**config.mk**
```make
export PLATFORM = sky130hd
export DESIGN_NAME = cgl_clock_gen
export DESIGN_NICKNAME = d
export VERILOG_FILES = /design/src/core/cgl_pkg.sv /design/src/core/cgl_clk_divider.sv /design/src/core/cgl_clock_gen.sv
export SDC_FILE = /design/constraint.sdc
export NUM_CORES = 1
export LEC_CHECK = 0
export BUFFER_PORTS_ARGS = -buffer_cell sky130_fd_sc_hd__buf_2
export CORE_UTILIZATION = 25
export DETAILED_ROUTE_END_ITERATION = 10
export GPL_TIMING_DRIVEN = 0
export PLACE_DENSITY_LB_ADDON = 0.25
export RECOVER_POWER = 25
export SLEW_MARGIN = 10
export SYNTH_ARGS = -nofsm -noshare
export SYNTH_HDL_FRONTEND = slang
export SYNTH_SLANG_ARGS = --single-unit
```
**constraint.sdc**
```tcl
create_clock -name aclk -period 4.05 [get_ports aclk]
set_input_delay 0.81 -clock aclk [delete_from_list [all_inputs] [get_ports aclk]]
set_output_delay 0.81 -clock aclk [all_outputs]
set_load 0.05 [all_outputs]
```
**src/core/cgl_pkg.sv**
```systemverilog
// Shared constants and types of the clock generator low-power and break logic.
// Assumes a single 40 MHz aclk domain and an AXI4-Lite register port.
package cgl_pkg;

  // Clock rate
  localparam int CLK_PERIOD_NS = 25;

  // Register byte offsets
  localparam logic [7:0] OFS_LOOP_CTRL = 8'h00;
  localparam logic [7:0] OFS_STATUS = 8'h04;
  localparam logic [7:0] OFS_IRQ_MASK = 8'h08;
  localparam logic [7:0] OFS_CONFIG = 8'h0C;
  localparam logic [7:0] OFS_BREAK_CTRL = 8'h10;

  // Field positions, loop_control_reg
  localparam int POS_LOOP_POWER = 0;
  localparam int POS_BASE_SELECT = 1;
  localparam int POS_AUTO_BW = 2;
  // Field positions, status and mask
  localparam int POS_LOCK_FLAG = 0;
  localparam int POS_LOCK_IND = 1;
  localparam int POS_ACTIVE_SRC = 2;
  localparam int POS_MODE_LO = 4;
  // Field positions, config and break control
  localparam int POS_OSC_RUN_STOP = 0;
  localparam int POS_BREAK_CLEAR = 0;

  // Reset values
  localparam logic RST_LOOP_POWER = 1'b0;
  localparam logic RST_BASE_SELECT = 1'b0;
  localparam logic RST_AUTO_BW = 1'b0;
  localparam logic RST_IRQ_MASK = 1'b0;
  localparam logic RST_OSC_RUN_STOP = 1'b0;
  localparam logic RST_BREAK_CLEAR = 1'b0;

  // Timing: acquisition time of the loop model, rounded up to cycles
  localparam int LOCK_ACQ_TIME_NS = 100000;
  localparam int LOCK_ACQ_CYCLES = (LOCK_ACQ_TIME_NS + CLK_PERIOD_NS - 1) / CLK_PERIOD_NS;
  // Half periods of the modelled oscillator and loop outputs, in aclk cycles
  localparam int XTAL_HALF_CYCLES = 4;
  localparam int LOOP_HALF_CYCLES = 2;

  // Bus answers
  localparam logic [1:0] RESP_OKAY = 2'b00;
  localparam logic [1:0] RESP_SLVERR = 2'b10;

  typedef enum logic [1:0] {
    MODE_RUN,
    MODE_WAIT,
    MODE_STOP
  } cgl_mode_type;

  typedef struct packed {
    logic auto_bw;
    logic base_clock_select;
    logic loop_power_enable;
  } cgl_ctrl_type;

endpackage : cgl_pkg

```
**src/core/cgl_clk_divider.sv**
```systemverilog
// Gated clock divider producing a square wave from aclk.
// Assumes run comes from aclk-domain logic; output is a flop.
`timescale 1ns/10ps
`default_nettype none

module cgl_clk_divider #(
  parameter int HALF = 2
) (
  // Clock and reset
  input wire logic aclk,
  input wire logic aresetn,
  // Control and output
  input wire logic run,
  output logic clk_out
);

  logic [7:0] cnt_reg;
  logic [7:0] cnt_next;
  logic out_reg;
  logic out_next;
  localparam logic [7:0] LAST = 8'(HALF - 1);

  // A high phase always completes, and a restart begins with a full low phase,
  // so neither stopping nor starting makes a runt pulse
  always_comb begin
    cnt_next = cnt_reg;
    out_next = out_reg;
    if (out_reg || run) begin
      if (cnt_reg == LAST) begin
        cnt_next = 8'h00;
        out_next = ~out_reg;
      end else begin
        cnt_next = cnt_reg + 8'h01;
      end
    end else begin
      cnt_next = 8'h00;
    end
  end

  always_ff @(posedge aclk) begin
    if (!aresetn) begin
      cnt_reg <= 8'h00;
      out_reg <= 1'b0;
    end else begin
      cnt_reg <= cnt_next;
      out_reg <= out_next;
    end
  end

  assign clk_out = out_reg;

endmodule : cgl_clk_divider

`default_nettype wire

```
**src/core/cgl_clock_gen.sv**
```systemverilog
// Clock generator low-power, stop and break behaviour with AXI4-Lite registers.
// Assumes CPU mode strobes and break_active come from aclk-domain logic;
// lock_disturb is an asynchronous pin.
//
// Our own choices: the AXI4-Lite slave port and the placing of the registers.
`timescale 1ns/10ps
`default_nettype none

module cgl_clock_gen
  import cgl_pkg::*;
(
  // Clock and reset
  input wire logic aclk,
  input wire logic aresetn,
  // AXI4-Lite write address and data
  input wire logic [7:0] awaddr,
  input wire logic awvalid,
  output logic awready,
  input wire logic [31:0] wdata,
  input wire logic [3:0] wstrb,
  input wire logic wvalid,
  output logic wready,
  // AXI4-Lite write response
  output logic [1:0] bresp,
  output logic bvalid,
  input wire logic bready,
  // AXI4-Lite read
  input wire logic [7:0] araddr,
  input wire logic arvalid,
  output logic arready,
  output logic [31:0] rdata,
  output logic [1:0] rresp,
  output logic rvalid,
  input wire logic rready,
  // CPU and system integration
  input wire logic wait_enter,
  input wire logic stop_enter,
  input wire logic mode_exit,
  input wire logic break_active,
  // Loop disturbance pin
  input wire logic lock_disturb,
  // Clock generator outputs
  output logic crystal_clock_out,
  output logic base_clock_out,
  output logic clock_gen_irq
);

  function automatic logic is_mapped(input logic [7:0] a);
    is_mapped = (a == OFS_LOOP_CTRL) || (a == OFS_STATUS) || (a == OFS_IRQ_MASK) ||
                (a == OFS_CONFIG) || (a == OFS_BREAK_CTRL);
  endfunction : is_mapped

  ////////////////////////////////////////////////////////////////////////////
  // Bus slave state

  logic aw_held_reg, aw_held_next;
  logic w_held_reg, w_held_next;
  logic [7:0] waddr_reg, waddr_next;
  logic [31:0] wdata_reg, wdata_next;
  logic wlane_reg, wlane_next;
  logic bvalid_reg, bvalid_next;
  logic [1:0] bresp_reg, bresp_next;
  logic rvalid_reg, rvalid_next;
  logic [1:0] rresp_reg, rresp_next;
  logic [31:0] rdata_reg, rdata_next;
  logic wr_fire;

  // Register state
  cgl_ctrl_type ctrl_reg, ctrl_next;
  logic mask_reg, mask_next;
  logic osc_run_in_stop_reg, osc_run_in_stop_next;
  logic break_clear_enable_reg, break_clear_enable_next;
  logic lock_change_flag_reg, lock_change_flag_next;

  // Mode and loop model state
  cgl_mode_type mode_reg, mode_next;
  logic [15:0] acq_cnt_reg, acq_cnt_next;
  logic locked_reg, locked_next;
  logic lock_ind_prev_reg, lock_ind_prev_next;
  logic dist_meta_reg, dist_sync_reg;

  // Base clock switch state
  logic src_sel_reg, src_sel_next;
  logic gate_reg, gate_next;
  logic base_reg, base_next;
  logic irq_reg, irq_next;

  logic osc_run, loop_run, xtal_clk, loop_clk, lock_ind, lock_event;
  logic src_clk, in_stop;

  localparam logic [15:0] ACQ_LAST = 16'(LOCK_ACQ_CYCLES - 1);

  ////////////////////////////////////////////////////////////////////////////
  // AXI4-Lite handshake

  assign awready = !aw_held_reg && !bvalid_reg;
  assign wready = !w_held_reg && !bvalid_reg;
  assign arready = !rvalid_reg;
  assign wr_fire = aw_held_reg && w_held_reg && !bvalid_reg;

  always_comb begin
    aw_held_next = aw_held_reg;
    w_held_next = w_held_reg;
    waddr_next = waddr_reg;
    wdata_next = wdata_reg;
    wlane_next = wlane_reg;
    bvalid_next = bvalid_reg;
    bresp_next = bresp_reg;
    rvalid_next = rvalid_reg;
    rresp_next = rresp_reg;
    rdata_next = rdata_reg;
    // Address and data are taken in either order; response once both are in
    if (awvalid && awready) begin
      aw_held_next = 1'b1;
      waddr_next = awaddr;
    end
    if (wvalid && wready) begin
      w_held_next = 1'b1;
      wdata_next = wdata;
      wlane_next = wstrb[0];
    end
    if (wr_fire) begin
      aw_held_next = 1'b0;
      w_held_next = 1'b0;
      bvalid_next = 1'b1;
      bresp_next = is_mapped(waddr_reg) ? RESP_OKAY : RESP_SLVERR;
    end else if (bvalid_reg && bready) begin
      bvalid_next = 1'b0;
    end
    if (arvalid && arready) begin
      rvalid_next = 1'b1;
      rresp_next = is_mapped(araddr) ? RESP_OKAY : RESP_SLVERR;
      rdata_next = 32'h0000_0000;
      // Reads have no side effect, so break-time reads never touch the flag
      case (araddr)
        OFS_LOOP_CTRL: begin
          rdata_next[POS_LOOP_POWER] = ctrl_reg.loop_power_enable;
          rdata_next[POS_BASE_SELECT] = ctrl_reg.base_clock_select;
          rdata_next[POS_AUTO_BW] = ctrl_reg.auto_bw;
        end
        OFS_STATUS: begin
          rdata_next[POS_LOCK_FLAG] = lock_change_flag_reg;
          rdata_next[POS_LOCK_IND] = lock_ind;
          rdata_next[POS_ACTIVE_SRC] = src_sel_reg;
          rdata_next[POS_MODE_LO +: 2] = mode_reg;
        end
        OFS_IRQ_MASK: rdata_next[POS_LOCK_FLAG] = mask_reg;
        OFS_CONFIG: rdata_next[POS_OSC_RUN_STOP] = osc_run_in_stop_reg;
        OFS_BREAK_CTRL: rdata_next[POS_BREAK_CLEAR] = break_clear_enable_reg;
        default: rdata_next = 32'h0000_0000;
      endcase
    end else if (rvalid_reg && rready) begin
      rvalid_next = 1'b0;
    end
  end

  always_ff @(posedge aclk) begin
    if (!aresetn) begin
      aw_held_reg <= 1'b0;
      w_held_reg <= 1'b0;
      waddr_reg <= 8'h00;
      wdata_reg <= 32'h0000_0000;
      wlane_reg <= 1'b0;
      bvalid_reg <= 1'b0;
      bresp_reg <= RESP_OKAY;
      rvalid_reg <= 1'b0;
      rresp_reg <= RESP_OKAY;
      rdata_reg <= 32'h0000_0000;
    end else begin
      aw_held_reg <= aw_held_next;
      w_held_reg <= w_held_next;
      waddr_reg <= waddr_next;
      wdata_reg <= wdata_next;
      wlane_reg <= wlane_next;
      bvalid_reg <= bvalid_next;
      bresp_reg <= bresp_next;
      rvalid_reg <= rvalid_next;
      rresp_reg <= rresp_next;
      rdata_reg <= rdata_next;
    end
  end

  assign bvalid = bvalid_reg;
  assign bresp = bresp_reg;
  assign rvalid = rvalid_reg;
  assign rresp = rresp_reg;
  assign rdata = rdata_reg;

  ////////////////////////////////////////////////////////////////////////////
  // Registers and lock-change flag

  always_comb begin
    logic wr_lane;
    wr_lane = wr_fire && wlane_reg;
    ctrl_next = ctrl_reg;
    mask_next = mask_reg;
    osc_run_in_stop_next = osc_run_in_stop_reg;
    break_clear_enable_next = break_clear_enable_reg;
    lock_change_flag_next = lock_change_flag_reg;
    if (wr_lane) begin
      case (waddr_reg)
        OFS_LOOP_CTRL: begin
          // Software powers the loop down itself; of the mode changes only entering stop halts it
          ctrl_next.loop_power_enable = wdata_reg[POS_LOOP_POWER];
          ctrl_next.base_clock_select = wdata_reg[POS_BASE_SELECT];
          ctrl_next.auto_bw = wdata_reg[POS_AUTO_BW];
        end
        OFS_STATUS: begin
          // Break-time clears only when allowed, and then they stick
          if (wdata_reg[POS_LOCK_FLAG] && (!break_active || break_clear_enable_reg)) begin
            lock_change_flag_next = 1'b0;
          end
        end
        OFS_IRQ_MASK: mask_next = wdata_reg[POS_LOCK_FLAG];
        OFS_CONFIG: osc_run_in_stop_next = wdata_reg[POS_OSC_RUN_STOP];
        OFS_BREAK_CTRL: break_clear_enable_next = wdata_reg[POS_BREAK_CLEAR];
        default: ctrl_next = ctrl_reg;
      endcase
    end
    // A lock change in the same cycle as a clear wins
    if (lock_event) begin
      lock_change_flag_next = 1'b1;
    end
    // Manual bandwidth mode keeps the flag at zero
    if (!ctrl_reg.auto_bw) begin
      lock_change_flag_next = 1'b0;
    end
  end

  always_ff @(posedge aclk) begin
    if (!aresetn) begin
      ctrl_reg <= '{auto_bw: RST_AUTO_BW, base_clock_select: RST_BASE_SELECT,
                    loop_power_enable: RST_LOOP_POWER};
      mask_reg <= RST_IRQ_MASK;
      osc_run_in_stop_reg <= RST_OSC_RUN_STOP;
      break_clear_enable_reg <= RST_BREAK_CLEAR;
      lock_change_flag_reg <= 1'b0;
    end else begin
      ctrl_reg <= ctrl_next;
      mask_reg <= mask_next;
      osc_run_in_stop_reg <= osc_run_in_stop_next;
      break_clear_enable_reg <= break_clear_enable_next;
      lock_change_flag_reg <= lock_change_flag_next;
    end
  end

  ////////////////////////////////////////////////////////////////////////////
  // Power mode and loop lock model

  always_ff @(posedge aclk) begin
    if (!aresetn) begin
      dist_meta_reg <= 1'b0;
      dist_sync_reg <= 1'b0;
    end else begin
      dist_meta_reg <= lock_disturb;
      dist_sync_reg <= dist_meta_reg;
    end
  end

  assign in_stop = (mode_reg == MODE_STOP);
  // Wait mode changes nothing here
  assign osc_run = !in_stop || osc_run_in_stop_reg;
  // Loop keeps running while powered, selected or not, also in wait
  assign loop_run = ctrl_reg.loop_power_enable && !in_stop;
  assign lock_ind = ctrl_reg.auto_bw && locked_reg;
  assign lock_event = ctrl_reg.auto_bw && (lock_ind != lock_ind_prev_reg);

  always_comb begin
    mode_next = mode_reg;
    acq_cnt_next = acq_cnt_reg;
    locked_next = locked_reg;
    lock_ind_prev_next = lock_ind;
    case (mode_reg)
      MODE_RUN: begin
        if (stop_enter) begin
          mode_next = MODE_STOP;
        end else if (wait_enter) begin
          mode_next = MODE_WAIT;
        end
      end
      MODE_WAIT, MODE_STOP: begin
        if (mode_exit) begin
          mode_next = MODE_RUN;
        end
      end
      default: mode_next = MODE_RUN;
    endcase
    // Acquisition and loss of lock go on in wait as in run
    if (!loop_run || dist_sync_reg) begin
      acq_cnt_next = 16'h0000;
      locked_next = 1'b0;
    end else if (!locked_reg) begin
      if (acq_cnt_reg == ACQ_LAST) begin
        locked_next = 1'b1;
      end else begin
        acq_cnt_next = acq_cnt_reg + 16'h0001;
      end
    end
  end

  always_ff @(posedge aclk) begin
    if (!aresetn) begin
      mode_reg <= MODE_RUN;
      acq_cnt_reg <= 16'h0000;
      locked_reg <= 1'b0;
      lock_ind_prev_reg <= 1'b0;
    end else begin
      mode_reg <= mode_next;
      acq_cnt_reg <= acq_cnt_next;
      locked_reg <= locked_next;
      lock_ind_prev_reg <= lock_ind_prev_next;
    end
  end

  ////////////////////////////////////////////////////////////////////////////
  // Clock sources and glitch-free base clock selection

  cgl_clk_divider #(.HALF(XTAL_HALF_CYCLES)) u_xtal (
    .aclk(aclk),
    .aresetn(aresetn),
    .run(osc_run),
    .clk_out(xtal_clk)
  );

  cgl_clk_divider #(.HALF(LOOP_HALF_CYCLES)) u_loop (
    .aclk(aclk),
    .aresetn(aresetn),
    .run(loop_run),
    .clk_out(loop_clk)
  );

  assign src_clk = src_sel_reg ? loop_clk : xtal_clk;

  always_comb begin
    src_sel_next = src_sel_reg;
    gate_next = gate_reg;
    // Swap only while both sources are low so no sliver reaches the output
    if (!xtal_clk && !loop_clk) begin
      src_sel_next = ctrl_reg.base_clock_select;
    end
    // The gate moves only while the selected source is low
    if (!src_clk) begin
      gate_next = !in_stop;
    end
    base_next = gate_reg && src_clk;
    // Flag and mask are held, but the output stays low with the oscillator off
    irq_next = lock_change_flag_reg && mask_reg && osc_run;
  end

  always_ff @(posedge aclk) begin
    if (!aresetn) begin
      src_sel_reg <= 1'b0;
      gate_reg <= 1'b0;
      base_reg <= 1'b0;
      irq_reg <= 1'b0;
    end else begin
      src_sel_reg <= src_sel_next;
      gate_reg <= gate_next;
      base_reg <= base_next;
      irq_reg <= irq_next;
    end
  end

  assign crystal_clock_out = xtal_clk;
  assign base_clock_out = base_reg;
  assign clock_gen_irq = irq_reg;

endmodule : cgl_clock_gen

`default_nettype wire

```
# Yosys cells after proc, flatten, opt, wreduce, memory -nomap -nowiden
# Cells that the tools add are included.
# word_totals
ff_bits,76
latchBits,0
ram_bits,0
romBits,0
inputBits,64
out_inout_bits,44
elab_cells,140
mem_count,0
# classes
addsub,3
mul,0
div,0
order_cmp,0
eq_ne,16
n_shift,0
muxes,20
n_bitwise,7
n_reduce_logical,63
# op_table
op,n
$eq 8x4->1 const B,4
$logic_and 1x1->1,18
$reduce_and 2->1,9
$add 16x1->16 const B,1
$add 8x1->8 const B,2
$eq 16x12->1 const B,1
$eq 8x3->1 const B,2
$eq 8x5->1 const B,2
$logic_not 8->1,2
$logic_or 1x1->1,13
$mux 2,6
$mux 1,11
$reduce_bool 2->1,5
$logic_not 1->1,9
$eq 8x1->1 const B,1
$eq 8x2->1 const B,1
$pmux 2 s2,2
$not 1->1,7
$reduce_or 2->1,3
$reduce_or 3->1,2
$pmux 1 s5,1
$ne 3x3->1 const B,1
$reduce_and 3->1,1
$eq 2x1->1 const B,1
other kinds (4),4

# Longest topological paths before layout
# Gate-level depths: netlist of run 1.
# depth
word_depth,7
ltp_mapped,7
mapped_depth_nobuf,6

# Cells and area by module
# From an unflattened synthesis of run 1, not the netlist that was laid out.
# hier_totals
cells_unflattened,399
area_unflattened_um2,3429.5
# modules_own_cells
mod,instances,cells_each,area_each_um2
cgl_clock_gen,1,316,2677.6
cgl_clk_divider at u_loop,1,42,380.4
cgl_clk_divider at u_xtal,1,41,371.6

# Worst setup path before layout of run 1
# OpenSTA, ideal clock, no wires.
# synth_timing
path_kind,register -> output
from,register bvalid_reg (netlist: bvalid)
to,output port awready
arrival_time_ns,1.274
t_required_ns,3.240
path_slack_ns,1.966
path_stages_with_launch,2
path_buffers,0
cell_sequence,dfxtp_1 nor2_1
# synth_between
elab_chain_cells,2
# synth_rtl
element,line,rtl
from (decl),cgl_clock_gen.sv:61,"logic bvalid_reg, bvalid_next;"
from (signal assigned),cgl_clock_gen.sv:175,bvalid_reg <= bvalid_next;
$logic_not 1->1,cgl_clock_gen.sv:96,assign awready = !aw_held_reg && !bvalid_reg;
$logic_and 1x1->1,cgl_clock_gen.sv:96,
to (decl),cgl_clock_gen.sv:18,"output logic awready,"
# No other way between the ends.

# Worst setup path after layout of run 1
# Same ends and word-level chain as after synthesis.

==> results.tsv, run 1 <==
metric	value	unit
synthCells	389	
slowest_stage	dfxtp_1	
powerDensity	392	nW/um^2
gp_congestion	0.770	
maxCapViolations	0	
cp-startpoint	bvalid	
largest_reg_flops	16	
cp.depth	2	
grtUsageTotal	0.107	
die_y	120	um
finalSetupTns	0	ns
seq_area	1480	um^2
cp-start-kind	flip-flop	
grt_overflow_total	0	
drive_gt1_frac	0.198	
crit_type	reg2out	
die_w	120	um
use_met2	0.183	
rows	42	
hold_depth	1	
finalNetCount	542	
synth_async_sr_flop_share	0	
hold_class	reg2reg	
final_design_area_no_fill	4300	um^2
insertion_delay	0.33	ns
via_per_inst	4.25	
yosys.cell_types.count	51	
ys_warn_count	0	
grt_pass1_wl	12.3	mm
grt_pass1_vias	2674	
clk_path_buf_depth	2	
outcome	finished clean	
holdPathEnd	dist_sync_reg	
path_cells	nor2_1 -> buf_2	
antenna_cells	0	
ys_ff_latch	74	
avgSynthCellArea	8.99	um^2
max_slew_margin	0.643	
initial_core_util	0.260	
multi_input_area	1820	um^2
timing.rr.end	acq_cnt_reg[14]	
cts_resized	0	
ys_top_cells_by_area	dfxtp_1 42%, buf_4 6.2%, mux2i_1 4.0%	
cts_root_buf	clkbuf_16	
crit_path_end_kind	output port	
leakage	1.73	nW
crit_required	3.24	ns
setup_violations	0	
final_common_cell	dfxtp_1	
crit_fanout	6	
first_iter_violations	49	
first_pass_iters	4	
die_area	14500	um^2
peakVddDrop	0.000185	V
hold_viol	0	
top_usage_layer	met2	
max_freq	0.513	GHz
synth_top_area_cell	dfxtp_1	
min_from	dist_meta_reg	
worst_slew_pin_slew	0.531	ns
drt-wirelength-per-cell	11.2	um
hold_buffers	0	
reg2reg_depth	5	
slew_violations	0	
path_buf_inv	1	
hpwl	5.59	mm
routed_wl	7.30	mm
cp_top_family	flip-flops	
synth-edff-count	0	
timing.final.crit_share	0.481	
post_cts_buffers	0	
io_buffers	44	
finalPower	0.00169	W
coreArea	13500	um^2
cts.clk_slew.worst_paths	0.05	ns
use_met1	0.126	
cts_buffers	9	
io_pins	108	
drc_errors	0	
layout_common_cells	74 x dfxtp_1, 44 x buf_2, 36 x nor2_1, 36 x nand2_1	
area_growth	22.9	%
htree_num_levels	3	
r2r-start	acq_cnt_reg[0]	
synth_top_area_frac	0.424	
cts_tree	done	
yosysSeqAreaShare	0.424	
ys.flop_type	dfxtp_1	
ant_nets	0	
grt_setup_unrepaired	false	
layout_min_cycle_time	1.95	ns
arrival	1.14	ns
via_count	2766	
synth_area	3500	um^2
reg2reg_slack	2.34	ns
grt_max_degree	11	
placed_cell_area	4040	um^2
max_stage_delay	0.35	ns
antenna_found_initial	0	
cts_sinks	74	
fillers	1456	
clock_skew	0.00353	ns
grtUsageMet3	0.0278	
==> power by group <==
group	internal [W]	total, W	leakage [nW]	switching [W]
registers	0.000752	0.000775	0.601	0.0000232
logic	0.0000728	0.000220	1.01	0.000147
clock network	0.000425	0.000691	0.123	0.000266
total	0.00125	0.00169	1.73	0.000436
==> worst reg2reg max path, cell delays in order (launching register included) <==
cell and delay (ns):
dfxtp_1 0.37, ha_1 0.22, nand4b_1 0.23, nor3_1 0.43, a31oi_1 0.15, a41o_1 0.21
==> per-stage QoR <==
stage          worst slack, ns  utilization  cells  hold slack (ns)
6_report                  2.10        0.319    651            0.441
5_1_grt                   2.03        0.319    651            0.466
4_1_cts                   2.08        0.319    651            0.446
3_5_place_dp              1.84        0.301    637            0.423
3_3_place_gp              1.85        0.301    637            0.431
2_1_floorplan             1.97            -    417            0.410
==> synth_stat cells, types with 6 or more instances <==
master / count
buf_4: 29
and3_1: 8
xor2_1: 13
nand3_1: 18
inv_1: 12
clkbuf_1: 10
ha_1: 6
nand2_1: 36
dfxtp_1: 74
a21boi_0: 10
nor2b_1: 18
nand2b_1: 9
o21ai_0: 14
a21oi_1: 8
xnor2_1: 8
mux2i_1: 14
nor2_1: 36
==> per-layer routing <==
metal | routed length, um | vias to the layer above | part of all wire
li1 | - | 1453 | -
met5 | 0 | - | 0
met1 | 3460 | 1243 | 0.47
met3 | 340 | 13 | 0.047
met2 | 3350 | 57 | 0.46
met4 | 146 | 0 | 0.020
==> cell type report <==
class | count | area share
Multi-Input combinational cell | 292 | 0.424
Sequential cell | 74 | 0.345
Buffer | 39 | 0.0594
Clock buffer | 14 | 0.0591
Timing Repair Buffer | 44 | 0.0513
Tap cell | 176 | 0.0513
Inverter | 12 | 0.0105
==> worst max-delay path by stage <==
stage,endpoint
6_report,awready
2_1_floorplan,awready
3_5_place_dp,rdata[5]
3_3_place_gp,rdata[4]
4_1_cts,awready
5_1_grt,awready
==> kinds of logic after synthesis <==
| logic type | share of synthesized area |
|---|---|
| AND/OR/NAND/NOR | 0.266 |
| multiplexers | 0.0433 |
| adder cells (fa/ha/maj) | 0.0215 |
| flip-flops | 0.424 |
| other | 0.00107 |
| XOR/XNOR | 0.0526 |
| buffers and inverters | 0.0859 |
| AO/OA/AOI/OAI | 0.106 |
Power figures use the tool's default switching activity.
==> run 2, diff against run 1 <==
==> constraint.sdc (replaced) <==
create_clock -name aclk -period 1.9 [get_ports aclk]
set_input_delay 0.38 -clock aclk [delete_from_list [all_inputs] [get_ports aclk]]
set_output_delay 0.38 -clock aclk [all_outputs]
set_load 0.05 [all_outputs]
==> results.tsv, run 2 (synthesis results as in run 1) <==
metric	value	unit	change
outcome	finished clean		
finalPower	0.00392	W	+130%
cts_resized	0		unchanged
wl_met3	270	um	-21%
max_freq	0.586	GHz	
via_per_inst	4.32		+1.6%
initial_core_util	0.260		unchanged
m1WireLength	3.47	mm	+0.43%
drt-wirelength-per-cell	11.5	um	+2.4%
peakVddDrop	0.000371	V	+100%
hold_buffers	0		unchanged
powerDensity	901	nW/um^2	+130%
top_layer	met4		
cts_root_buf	clkbuf_16		
routed_wl	7.49	mm	+2.7%
cts_buffers	9		unchanged
grt_overflow_total	0		unchanged
die_y	120	um	unchanged
cp-start-kind	flip-flop		
antenna_found_initial	0		unchanged
leakage	1.73	nW	about the same
worst_slew_pin_slew	0.612	ns	+0.0810 ns
timing.final.crit_share	0.899		
post_cts_buffers	0		unchanged
clock_skew	0.00764	ns	+0.00411 ns
cts_sinks	74		unchanged
area_growth	24.4	%	
cts.clk_slew.worst_paths	0.06	ns	about the same
drive_gt1_frac	0.189		-0.00922
first_pass_iters	4		unchanged
clk_path_buf_depth	2		unchanged
htree_num_levels	3		unchanged
grtUsageTotal	0.110		+0.00286
crit_type	reg2reg		
maxCapViolations	0		unchanged
finalSetupTns	0	ns	unchanged
insertion_delay	0.33	ns	about the same
grt_setup_unrepaired	false		
io_pins	108		unchanged
max_slew_margin	0.594		-0.0493
grt_pass1_wl	12.5	mm	+2.2%
largest_reg_flops	16		unchanged
die_w	120	um	unchanged
layout_min_cycle_time	1.71	ns	
hold_viol	0		unchanged
grt_pass1_vias	2590		-3.1%
grt_max_degree	12		+1
cts_tree	done		
die_area	14500	um^2	unchanged
final_common_cell	dfxtp_1		
via_count	2820		+2.0%
drc_errors	0		unchanged
ant_nets	0		unchanged
coreArea	13500	um^2	unchanged
slew_violations	0		unchanged
hpwl	5.75	mm	+2.8%
crit_path_end_kind	flip-flop		
finalNetCount	542		unchanged
layout_common_cells	74 x dfxtp_1, 38 x buf_2, 36 x nor2_1, 36 x nand2_1		
hold_ws	0.293	ns	-0.147 ns
crit_required	2.12	ns	-1.12 ns
setup_violations	0		unchanged
io_buffers	44		unchanged
arrival	1.92	ns	+0.78 ns
first_iter_violations	94		+92%
gp_congestion	0.772		+0.17%
antenna_cells	0		unchanged
hold_class	in2reg		
rows	42		unchanged
dr_wl_met2	3.63	mm	+8.3%
crit_fanout	6		unchanged
-- run 2: changes by cell type in the layout (fill, tap and decap cells not counted), sizes merged --
| cell | previous run | this run |
|---|---|---|
| buf | 73 | 67 |
| clkbuf | 24 | 30 |
| bufinv | 0 | 2 |
-- run 2: report_power, final --
part	switching, W	internal, W
clock	0.000612	0.00119
combinational	0.000316	0.000155
sequential	0.0000475	0.00160
total	0.000975	0.00294
-- run 2: path summary, 6_finish.rpt --
kind	from	cells after the start	slack, ns	endpoint
max reg2reg	acq_cnt_reg[0]	5	0.19	acq_cnt_reg[14]
min	wait_enter	3	0.29	mode_reg[0]
min reg2reg	dist_meta_reg	1	0.44	dist_sync_reg
max	acq_cnt_reg[0]	5	0.19	acq_cnt_reg[14]
-- run 2: critical path, stage by stage (launching register included) --
cell and delay [ns]:
dfxtp_1 0.37, ha_1 0.22, nand4b_1 0.25, nor3_1 0.40, a31oi_1 0.14, a41o_1 0.22
-- run 2: layer usage --
layer	global-route usage	vias to the layer above
li1	-	1458
met1	0.139	1302
met2	0.177	49
met3	0.0302	11
met4	0.0463	0
met5	0	-
-- run 2: layout make-up --
type	count	area [um^2]
clock inverter	2	60.1
multi-input combinational	292	1820
buffer	39	255
sequential	74	1480
tap	176	220
clock buffer	14	254
inverter	12	45.0
timing repair buffer	44	213
fill	1458	9100
-- run 2: per-stage QoR --
step                cell area (um^2)  std cells  utilization  setup WS [ns]
floorplan                       3610        417            -         0.0611
global placement                4050        637        0.301         0.0177
detailed placement              4050        637        0.301        -0.0122
CTS                             4360        653        0.324          0.196
global route                    4350        653        0.323         0.0304
finish                          4350        653        0.323          0.193
==> run 3, diff against run 2 <==
--- a/config.mk
+++ b/config.mk
@@ -5,6 +5,7 @@
 export SDC_FILE = /design/constraint.sdc
 export NUM_CORES = 1
 export LEC_CHECK = 0
+export ABC_AREA = 1
 export BUFFER_PORTS_ARGS = -buffer_cell sky130_fd_sc_hd__buf_2
 export CORE_UTILIZATION = 25
 export DETAILED_ROUTE_END_ITERATION = 10
==> results.tsv, run 3 <==
metric	value	unit	change
die_y	123	um	+2.3%
io_buffers	46		+4.5%
cts_root_buf	clkbuf_16		
cts_resized	0		unchanged
setup_violations	0		unchanged
swShare	0.258		+0.00889
first_iter_violations	178		+89%
synthCells	535		+38%
max_slew_margin	0.594		about the same
clock_skew	0.00665	ns	-0.000982 ns
hpwl	6.29	mm	+9.3%
crit_required	2.15	ns	+0.03 ns
die_w	123	um	+2.3%
hold_ws	0.257	ns	-0.0362 ns
antenna_found_initial	0		unchanged
ys_ff_latch	74		unchanged
dp_worst_setup_slack	0.0783	ns	+0.0905 ns
clk_path_buf_depth	2		unchanged
cts_sinks	74		unchanged
rows	43		+2.4%
grtUsageTotal	0.119		+0.00825
coreArea	14100	um^2	+4.8%
yosysSeqAreaShare	0.405		-0.0188
synth_async_sr_flop_share	0		unchanged
initial_core_util	0.260		-0.000321
gp_congestion	0.832		+7.8%
synth.most_common_cell	nor2_1		
ant_nets	0		unchanged
die_area	15100	um^2	+4.6%
leakage	2.06	nW	+19%
finalPower	0.00401	W	+2.3%
drt-wirelength-per-cell	10.1	um	-12%
area_growth	24.3	%	about the same
synth_top_area_cell	dfxtp_1		
ys_warn_count	0		unchanged
pwr-share-clk	0.458		about the same
slew_violations	0		unchanged
hold_class	in2reg		
first_pass_iters	5		+1
cts_tree	done		
synth_common_cells	104 x nor2_1, 95 x nand2_1, 74 x dfxtp_1		
final_design_area_no_fill	4550	um^2	+4.6%
htree_num_levels	3		unchanged
pwr-share-seq	0.412		-0.009
switching_power	0.00103	W	+5.9%
cts_buffers	9		unchanged
post_cts_buffers	0		unchanged
grt_setup_unrepaired	false		
synth_area	3660	um^2	+4.7%
io_pins	108		unchanged
crit_type	reg2reg		
grt_pass1_wl	14.0	mm	+12%
crit_path_end_kind	flip-flop		
cp-start-kind	flip-flop		
timing.final.crit_share	0.880		-0.0190
internal_power	0.00298	W	+1.1%
via_count	3304		+17%
avgSynthCellArea	6.84	um^2	-24%
hold_buffers	0		unchanged
synth_top_area_frac	0.405		-0.0188
maxCapViolations	0		unchanged
insertion_delay	0.33	ns	about the same
finalWorstSetupSlack	0.229	ns	+0.0361 ns
ys.flop_type	dfxtp_1		
largest_reg_flops	16		unchanged
cts.clk_slew.worst_paths	0.06	ns	about the same
synth-edff-count	0		unchanged
comb_power_share	0.130		+0.010
outcome	finished clean		
worst_slew_pin_slew	0.609	ns	-0.00253 ns
finalSetupTns	0	ns	unchanged
drive_gt1_frac	0.154		-0.0348
grt_pass1_vias	3070		+19%
arrival	1.92	ns	about the same
layout_min_cycle_time	1.67	ns	-0.0361 ns
via_per_inst	4.11		-4.8%
finalNetCount	690		+27%
drc_errors	0		unchanged
crit_fanout	9		+3
layout_common_cells	104 x nor2_1, 95 x nand2_1, 74 x dfxtp_1		
peakVddDrop	0.000368	V	-0.84%
placed_cell_area	4220	um^2	+4.3%
ys_top_cells_by_area	dfxtp_1 40%, nor2_1 11%, nand2_1 9.7%		
routed_wl	8.12	mm	+8.3%
antenna_cells	0		unchanged
hold_viol	0		unchanged
final_common_cell	nor2_1		
powerDensity	881	nW/um^2	-2.2%
yosys.cell_types.count	28		-45%
max_freq	0.598	GHz	+2.2%
grt_max_degree	13		+1
grt_overflow_total	0		unchanged
==> run 3: area by class of cell <==
| type | count | area, um^2 |
|---|---|---|
| multi-input combinational | 379 | 1740 |
| fill | 1545 | 9550 |
| timing repair buffer | 46 | 226 |
| clock buffer | 11 | 253 |
| tap | 180 | 225 |
| buffer | 37 | 272 |
| clock inverter | 4 | 73.8 |
| inverter | 73 | 274 |
| sequential | 74 | 1480 |
==> run 3: critical path, stage by stage, from the launching register on <==
cell	delay, ns
dfxtp_1	0.35
inv_1	0.07
ha_1	0.19
inv_1	0.10
nand2_1	0.08
nor2_1	0.17
inv_2	0.06
nor2_4	0.19
inv_1	0.21
a21oi_1	0.16
==> run 3: cells by family (layout without fill, tap and decap cells) <==
logic type	after synthesis	count (layout)	synth area share
simple gates	260	260	0.299
buf+inv	110	171	0.149
compound gates	75	75	0.104
flops	74	74	0.405
xor+xnor	9	9	0.0215
fa+ha+maj	6	6	0.0205
other cells	1	29	0.00102
==> run 3: per-stage QoR <==
step,util,cells
2_1_floorplan,-,563
3_3_place_gp,0.300,789
3_5_place_dp,0.300,789
4_1_cts,0.323,804
5_1_grt,0.323,804
6_report,0.323,804
==> run 3: power groups by stage <==
stage / registers [W] / logic, W / clock network [W]
CTS: 0.00165 / 0.000523 / 0.00189
global placement: 0.00169 / 0.000517 / 0
detailed placement: 0.00169 / 0.000521 / 0
floorplan: 0.00173 / 0.000369 / 0
finish: 0.00165 / 0.000521 / 0.00183
global route: 0.00166 / 0.000583 / 0.00193
==> run 3: layer usage <==
layer / part of all wire / global-route usage / vias up
li1: - / - / 1810
met1: 0.52 / 0.161 / 1401
met2: 0.42 / 0.182 / 84
met4: 0.017 / 0.0587 / 0
met5: 0 / 0 / -
met3: 0.050 / 0.0194 / 9
==> run 3: worst paths after layout <==
| kind | start | to | slack, ns | depth (start not counted) |
|---|---|---|---|---|
| worst max-delay path | mode_reg[0] | acq_cnt_reg[5] | 0.23 | 9 |
| worst min-delay path | lock_disturb | dist_meta_reg | 0.26 | 3 |
| worst max register to register | mode_reg[0] | acq_cnt_reg[5] | 0.23 | 9 |
| worst min register to register | dist_meta_reg | dist_sync_reg | 0.42 | 2 |
